===== config.mk =====
export PLATFORM = sky130hd
export DESIGN_NAME = dbp_top
export DESIGN_NICKNAME = d
export VERILOG_FILES = /design/src/include/dbp_pkg.sv /design/src/hw/dbp_top.sv
export SDC_FILE = /design/constraint.sdc
export NUM_CORES = 1
export LEC_CHECK = 0
export BUFFER_PORTS_ARGS = -buffer_cell sky130_fd_sc_hd__buf_2
export CORE_MARGIN = 3
export CORE_UTILIZATION = 35
export DETAILED_ROUTE_END_ITERATION = 10
export PLACE_DENSITY_LB_ADDON = 0.08
export SLEW_MARGIN = 15
export SYNTH_ARGS = -nofsm -noshare
export SYNTH_HDL_FRONTEND = slang
export SYNTH_SLANG_ARGS = --single-unit

===== constraint.sdc =====
create_clock -name ref_clk -period 3.18 [get_ports ref_clk]
set_input_delay 0 -clock ref_clk [delete_from_list [all_inputs] [get_ports ref_clk]]
set_output_delay 0 -clock ref_clk [all_outputs]
set_load 0.01 [all_outputs]

===== src/include/dbp_pkg.sv =====
/*
 * Package for the dual bidirectional port block: register indices,
 * field positions and reset values.
 * Assumes a plain register port with 4-bit address and 8-bit data.
 */
package dbp_pkg;
    localparam int          DBP_DW               = 8;
    localparam int          DBP_AW               = 4;
    localparam logic [3:0]  DBP_UPPER_PIN_ADDR   = 4'h0;
    localparam logic [3:0]  DBP_UPPER_LATCH_ADDR = 4'h1;
    localparam logic [3:0]  DBP_UPPER_DIR_ADDR   = 4'h2;
    localparam logic [3:0]  DBP_CTRL_PIN_ADDR    = 4'h3;
    localparam logic [3:0]  DBP_CTRL_LATCH_ADDR  = 4'h4;
    localparam logic [3:0]  DBP_CTRL_DIR_ADDR    = 4'h5;
    localparam logic [3:0]  DBP_MISC_ADDR        = 4'h6;
    localparam logic [3:0]  DBP_MEMCTL_ADDR      = 4'h7;
    localparam int          DBP_PULLUP_BIT       = 5;
    localparam int          DBP_BUS_DIS_BIT      = 7;
    localparam int          DBP_ADDR_PINS        = 4;
    localparam logic [7:0]  DBP_DIR_RST          = 8'hFF;
    localparam logic [7:0]  DBP_LATCH_RST        = 8'h00;
    localparam logic [7:0]  DBP_MISC_RST         = 8'h00;
    localparam logic [7:0]  DBP_MEMCTL_RST       = 8'h80;
endpackage : dbp_pkg


===== src/hw/dbp_top.sv =====
/*
 * Two 8-bit bidirectional ports with external memory bus override.
 * Assumes pins resolved outside from out/oe/pullup; one clock, ref_clk.
 */
// The implementer's own choices: strobed register access and the register addresses.
// Function
// RL1 - Upper port: eight pins, latch, direction
// RL2 - Each pin has own direction bit
// RL3 - Direction 1 input, 0 output
// RL4 - Bus enabled: upper pins 0-3 carry address
// RL5 - Address outputs beat latch data
// RL6 - Override leaves stored direction unchanged
// RL7 - Control port: eight pins, latch, direction
// RL8 - Control pins are inputs after reset
// RL9 - Control pins have weak pull-ups
// RL10 - Clearing shared bit disables control pull-ups
// RL11 - Output pins have pull-up off
// RL12 - Pull-ups disabled after reset
// RL13 - Bus disable cleared: control pins are bus
// RL14 - Bus ownership overrides control direction
// RL15 - Control pins carry bus strobes in order
// RL16 - Pin register reads pins, write loads latch
`timescale 1ns/10ps
module dbp_top
    import dbp_pkg::*;
(
    input  wire logic                ref_clk,
    input  wire logic                srst,
    input  wire logic [DBP_AW-1:0]   reg_addr,
    input  wire logic [DBP_DW-1:0]   reg_wdata,
    input  wire logic                reg_wr,
    input  wire logic                reg_rd,
    output logic      [DBP_DW-1:0]   reg_rdata,
    input  wire logic [3:0]          mem_addr_hi,
    input  wire logic                mem_ale,
    input  wire logic                mem_oe_n,
    input  wire logic                write_low_strobe,
    input  wire logic                write_high_strobe,
    input  wire logic                byte_address_zero,
    input  wire logic                mem_ce_n,
    input  wire logic                mem_lb_n,
    input  wire logic                mem_ub_n,
    output logic                     mem_bus_enabled,
    input  wire logic [7:0]          upper_pin_in,
    output logic      [7:0]          upper_pin_out,
    output logic      [7:0]          upper_pin_oe,
    input  wire logic [7:0]          ctrl_pin_in,
    output logic      [7:0]          ctrl_pin_out,
    output logic      [7:0]          ctrl_pin_oe,
    output logic      [7:0]          ctrl_pin_pullup
);
    logic [7:0] upper_latch_reg;
    logic [7:0] upper_dir_reg;
    logic [7:0] ctrl_latch_reg;
    logic [7:0] ctrl_dir_reg;
    logic [7:0] misc_reg;
    logic [7:0] memctl_reg;
    logic [7:0] up_s1_reg, up_s2_reg, up_s3_reg, up_val_reg;
    logic [7:0] cp_s1_reg, cp_s2_reg, cp_s3_reg, cp_val_reg;
    logic [7:0] ctrl_bus_val;
    logic [7:0] up_out_next, up_oe_next;
    logic [7:0] cp_out_next, cp_oe_next, cp_pu_next;
    logic       bus_on;
    logic [7:0] rdata_next;

    // Bus active while its disable bit is clear
    assign bus_on = ~memctl_reg[DBP_BUS_DIS_BIT]; // RL13

    // Control port strobes in pin order 0..7
    assign ctrl_bus_val = {mem_ub_n, mem_lb_n, mem_ce_n, byte_address_zero,
                           write_high_strobe, write_low_strobe, mem_oe_n,
                           mem_ale}; // RL15

    // Software registers
    always_ff @(posedge ref_clk) begin
        if (srst) begin
            upper_latch_reg <= DBP_LATCH_RST;
            upper_dir_reg   <= DBP_DIR_RST;
            ctrl_latch_reg  <= DBP_LATCH_RST;
            ctrl_dir_reg    <= DBP_DIR_RST; // RL8
            misc_reg        <= DBP_MISC_RST; // RL12
            memctl_reg      <= DBP_MEMCTL_RST;
        end else if (reg_wr) begin
            unique case (reg_addr)
                DBP_UPPER_PIN_ADDR,
                DBP_UPPER_LATCH_ADDR: upper_latch_reg <= reg_wdata; // RL16
                DBP_UPPER_DIR_ADDR:   upper_dir_reg   <= reg_wdata; // RL1
                DBP_CTRL_PIN_ADDR,
                DBP_CTRL_LATCH_ADDR:  ctrl_latch_reg  <= reg_wdata; // RL16
                DBP_CTRL_DIR_ADDR:    ctrl_dir_reg    <= reg_wdata; // RL7
                DBP_MISC_ADDR:        misc_reg        <= reg_wdata;
                DBP_MEMCTL_ADDR:      memctl_reg      <= reg_wdata;
                default: ;
            endcase
        end
    end

    // Pin inputs: three stages, change taken when stages 2 and 3 agree
    always_ff @(posedge ref_clk) begin
        if (srst) begin
            up_s1_reg  <= 8'h00;
            up_s2_reg  <= 8'h00;
            up_s3_reg  <= 8'h00;
            up_val_reg <= 8'h00;
            cp_s1_reg  <= 8'h00;
            cp_s2_reg  <= 8'h00;
            cp_s3_reg  <= 8'h00;
            cp_val_reg <= 8'h00;
        end else begin
            up_s1_reg <= upper_pin_in;
            up_s2_reg <= up_s1_reg;
            up_s3_reg <= up_s2_reg;
            cp_s1_reg <= ctrl_pin_in;
            cp_s2_reg <= cp_s1_reg;
            cp_s3_reg <= cp_s2_reg;
            for (int i = 0; i < 8; i++) begin
                if (up_s2_reg[i] == up_s3_reg[i])
                    up_val_reg[i] <= up_s3_reg[i];
                if (cp_s2_reg[i] == cp_s3_reg[i])
                    cp_val_reg[i] <= cp_s3_reg[i];
            end
        end
    end

    // Per-pin drive selection
    genvar g;
    generate
        for (g = 0; g < 8; g++) begin : g_pin
            if (g < DBP_ADDR_PINS) begin : g_addr
                assign up_out_next[g] = bus_on ? mem_addr_hi[g]
                                               : upper_latch_reg[g]; // RL4 RL5
                assign up_oe_next[g]  = bus_on | ~upper_dir_reg[g]; // RL6
            end else begin : g_plain
                assign up_out_next[g] = upper_latch_reg[g];
                assign up_oe_next[g]  = ~upper_dir_reg[g]; // RL2 RL3
            end
            assign cp_out_next[g] = bus_on ? ctrl_bus_val[g]
                                           : ctrl_latch_reg[g];
            assign cp_oe_next[g]  = bus_on | ~ctrl_dir_reg[g]; // RL14
            assign cp_pu_next[g]  = misc_reg[DBP_PULLUP_BIT]
                                    & ~cp_oe_next[g]; // RL9 RL10 RL11
        end
    endgenerate

    always_comb begin
        rdata_next = 8'h00;
        unique case (reg_addr)
            DBP_UPPER_PIN_ADDR:   rdata_next = up_val_reg; // RL16
            DBP_UPPER_LATCH_ADDR: rdata_next = upper_latch_reg;
            DBP_UPPER_DIR_ADDR:   rdata_next = upper_dir_reg;
            DBP_CTRL_PIN_ADDR:    rdata_next = cp_val_reg;
            DBP_CTRL_LATCH_ADDR:  rdata_next = ctrl_latch_reg;
            DBP_CTRL_DIR_ADDR:    rdata_next = ctrl_dir_reg;
            DBP_MISC_ADDR:        rdata_next = misc_reg;
            DBP_MEMCTL_ADDR:      rdata_next = memctl_reg;
            default:              rdata_next = 8'h00;
        endcase
    end

    // Registered outputs
    always_ff @(posedge ref_clk) begin
        if (srst) begin
            reg_rdata       <= 8'h00;
            upper_pin_out   <= 8'h00;
            upper_pin_oe    <= 8'h00;
            ctrl_pin_out    <= 8'h00;
            ctrl_pin_oe     <= 8'h00;
            ctrl_pin_pullup <= 8'h00;
            mem_bus_enabled <= 1'b0;
        end else begin
            reg_rdata       <= reg_rd ? rdata_next : 8'h00;
            upper_pin_out   <= up_out_next;
            upper_pin_oe    <= up_oe_next;
            ctrl_pin_out    <= cp_out_next;
            ctrl_pin_oe     <= cp_oe_next;
            ctrl_pin_pullup <= cp_pu_next;
            mem_bus_enabled <= bus_on;
        end
    end
endmodule : dbp_top


# Word-level counts from Yosys, hierarchy flattened
# Index checks and enable logic that the tools add are counted.
totals:
  wordCells: 127
  in_bits: 44
  output_inout_bits: 49
  register_bits: 161
classes:
  n_mux: 13
  n_eq_ne: 23
  reduce_logical: 10
  bitwise_logic: 46
op_table:
  columns: ["op", "count"]
  rows:
  - ["$pmux W8 S8", 1]
  - ["$not A1 Y1", 26]
  - ["$eq A1 B1 Y1", 16]
  - ["$eq A4 B3 Y1 const B", 4]
  - ["$mux W1", 12]
  - ["$or A1 B1 Y1", 12]
  - ["$reduce_and A2 Y1", 6]
  - ["$and A1 B1 Y1", 8]
  - ["$eq A4 B2 Y1 const B", 2]
  - ["$reduce_or A2 Y1", 3]
  - ["$eq A4 B1 Y1 const B", 1]
  - ["$logic_not A4 Y1", 1]

# Depth between registers and ports, before layout
logic_depth:
  word_depth: 4
  depth_mapped: 6
  mapped_depth_nobuf: 3

# Worst setup path before layout
# OpenSTA, ideal clock, no wires.
synth_timing:
  kind: "register to register"
  start: "register memctl_reg[7]"
  end: "register ctrl_pin_out[5]"
  setup_time_ns: 0.128
  path_slack_ns: 2.088
  n_path_buf: 2
  arrival_ns: 0.965
  t_required_ns: 3.052
  synth_period_minus_slack_ns: 1.092
  stages_incl_launch_ff: 5
  cell_sequence: "dfxtp_1 buf_2 buf_2 mux2i_1 nor2_1"
synth_between:
  elab_chain_cells: 1
synth_rtl:
  columns: ["item", "line", "source"]
  rows:
  - ["start, declared", "dbp_top.sv:57", "logic [7:0] memctl_reg;"]
  - ["start signal, assigned", "dbp_top.sv:92", "DBP_MEMCTL_ADDR: memctl_reg <= reg_wdata;"]
  - ["$mux W1", "dbp_top.sv:137", "assign cp_out_next[g] = bus_on ? ctrl_bus_val[g]"]
  - ["end signal, assigned", "dbp_top.sv:174", "ctrl_pin_out <= cp_out_next;"]
  - ["end, declared", "dbp_top.sv:48", "output logic [7:0] ctrl_pin_out,"]
# No other way between the ends.
# A chain may end at the register's enable or synchronous reset.

# Worst setup path after layout
layout_timing:
  start: "input reg_addr[1]"
  end: "register upper_dir_reg[3]"
layout_between:
  elab_chain_cells: 2
layout_rtl:
  columns: ["item", "line", "source"]
  rows:
  - ["start, declared", "dbp_top.sv:29", "input wire logic [DBP_AW-1:0] reg_addr,"]
  - ["$eq A4 B2 Y1", "dbp_top.sv:84", "unique case (reg_addr)"]
  - ["$reduce_and A2 Y1 (no line)", null, null]
  - ["end signal, assigned", "dbp_top.sv:87", "DBP_UPPER_DIR_ADDR: upper_dir_reg <= reg_wdata;"]
  - ["end, declared", "dbp_top.sv:53", "logic [7:0] upper_dir_reg;"]
# No other way between the ends.

==> reports/qor.txt <==
crit path kind = input port to flop
clock transition at the registers of the reported paths = 0.06 ns
share of post-route cells with drive strength above 1 = 19.6%
Arr. time, crit path = 1.87 ns
core footprint = 15500 sq um
share of the synthesized area in the top cell type = 57.1%
endpoints failing hold = 0
Worst Setup EP = upper_dir_reg[3]
final critical-path required period = 1.62 ns
VDD IR max = 0.366 mV
RePlAce Congestion = 0.886
Mapped Cells = 556
Die ar. = 17700 sq um
Power Density = 607 nW/um^2
WHS = 0.0639 ns
initial DRC count = 267
TritonCTS clock tree = done
Reg2Reg Launch Point = memctl_reg[7]
number of hold buffers added after cts = 46
first-pass GRT wire length = 22.9 mm
slowest library cell on the worst path = dlygate4sd3_1
die height = 133 microns
critical path cell sequence = dlygate4sd3_1, buf_2, nand4bb_1, o21ai_0, o311ai_0
via/cell ratio = 4.76
Post-DP HPWL = 9.88 mm
Crit Reg-Reg Endpoint = ctrl_pin_out[4]
register area = 3220 sq um
WL final = 14.5 mm
CP max FO = 16
critical path required time = 3.44 ns
port bufs = 92
Slew @ Worst Pin = 0.857 ns
P_leak = 3.13 nW
Seq/Total Area, Yosys = 57.1%
status = complete, no violations
syn nets = 600
CTS Buf Count = 17
Sink Count = 161
top-count cell post-synth = dfxtp_1
multi-input logic area = 2210 sq um
syn_area_per_cell = 10.1 sq um
Post-synth EDFFs = 0
setup bufs post-CTS = 0
RSZ-0062 raised after global routing = no
total grt overflow = 0
Row Count = 45
Post-Syn Area = 5640 sq um
internal reg-to-reg setup slack = 1.79 ns
gr usage total = 16.8%
CP Capture Type = flop
fin crit share = 50.8%
worst hold-check path type = input port to flop
post_cts resized = 0
ant diodes = 0
Initial DRT Pass Iterations = 6
Fillers = 1442
vias in the first global route = 4051
Final TNS setup = 0 ns
largest net degree at the start of global routing = 63
Ys Warns = 0
post-synthesis cell type count = 34
DRC Markers = 0
asr flop ratio synth = 0%
CTS root buf = clkbuf_16
synth top area cells = dfxtp_1 57%, mux2i_1 11%, nor2b_1 5.9%
Vias = 4306
slowest stage delay, CP = 0.53 ns
Power Total = 4.44 mW
Max Root-Sink Buffers = 2
number of synthesized register bits = 161
max-slew violation total from the final report = 0
Routed Antenna Nets = 0
Critical Path Source Type = input port
area leader, netlist = dfxtp_1
routed len/inst = 16.0 microns
Worst-Skew Late Latency = 0.42 ns
Post-synth top cells = 161 x dfxtp_1, 64 x mux2i_1, 56 x nand2_1
chip width = 133 microns
Achievable Freq = 0.619 GHz
Post-synth top flop = dfxtp_1
I/O pin cnt = 93
Final setup viols = 0
Initial Util = 36.4%
synth-to-layout area growth = 29.7%
Reg2Reg Depth = 3
skew final = 0.00908 ns
# nets final = 726
initial antenna violation count = 0
Critical Path Source = reg_addr[1]
Slew headroom = 42.9%
Max-Cap Viols = 0
H-tree levels = 4
[routing by layer]
layer  vias up  wire length (microns)  track usage [%]  share of wire (%)
met3        28                    794             4.11                5.5
met1      1996                   7050             23.2                 49
li1       2147                      -                -                  -
met2       135                   6230             24.7                 43
met4         0                    427             7.33                2.9
met5         -                      0                0                  0
[power breakdown]
group	switching [mW]	total, mW	internal [mW]
Sequential	0.0224	2.08	2.06
Combinational	0.134	0.254	0.120
Clock	0.797	2.10	1.31
Total	0.954	4.44	3.49
[how the worst min path moves through the flow]
stage / startpoint / endpoint / slack [ns] / cells after the start
after floorplan: ctrl_pin_in[0] / cp_s1_reg[0] / 0.13 / 1
after global placement: ctrl_pin_in[0] / cp_s1_reg[0] / 0.21 / 2
after detailed placement: ctrl_pin_in[7] / cp_s1_reg[7] / 0.21 / 2
after CTS: reg_addr[3] / reg_rdata[5] / 0.04 / 3
after global routing: reg_rd / reg_rdata[0] / 0.07 / 3
final: reg_rd / reg_rdata[5] / 0.06 / 3
[per-stage QoR]
stage	instance area (sq um)	utilization (%)	instances	setup slack, ns
2_1_floorplan	5640	-	556	2.09
3_3_place_gp	6240	40.3	828	1.39
3_5_place_dp	6240	40.3	828	1.33
4_1_cts	7310	47.2	904	1.61
5_1_grt	7310	47.2	904	1.34
6_report	7310	47.2	904	1.56
[cell usage in the layout, fill, tap and decap left out, drive strengths merged, types with 4 or more instances in the layout]
master,Yosys,routed
dfxtp,161,161
buf,12,98
mux2i,64,64
nand2,56,56
nor2b,53,53
dlygate4sd3,0,46
a21oi,45,45
nor2,33,33
o21ai,32,32
clkbuf,25,21
o22ai,14,14
nand3,10,10
inv,9,9
and2,8,8
o311ai,8,8
o21a,7,7
nand3b,4,4
[worst max-delay path: cells and delay by family]
family,cells,cell delay (ns)
compound gates,2,0.54
buf+inv,2,0.82
simple gates,1,0.51
[kinds of logic after synthesis]
logic type | synth area share, %
and+or+nand+nor | 16.3
DFF | 57.1
buffers and inverters | 3.64
AOI/OAI and AO/OA | 10.8
muxes | 12.2
[layout make-up]
class | instances | share of cell area, %
Clock buffer | 21 | 6.57
Clock inverter | 9 | 1.80
Inverter | 9 | 0.462
Multi-Input combinational cell | 349 | 30.2
Sequential cell | 161 | 44.1
Tap cell | 211 | 3.61
Timing Repair Buffer | 144 | 13.2
Power figures use the tool's default switching activity.
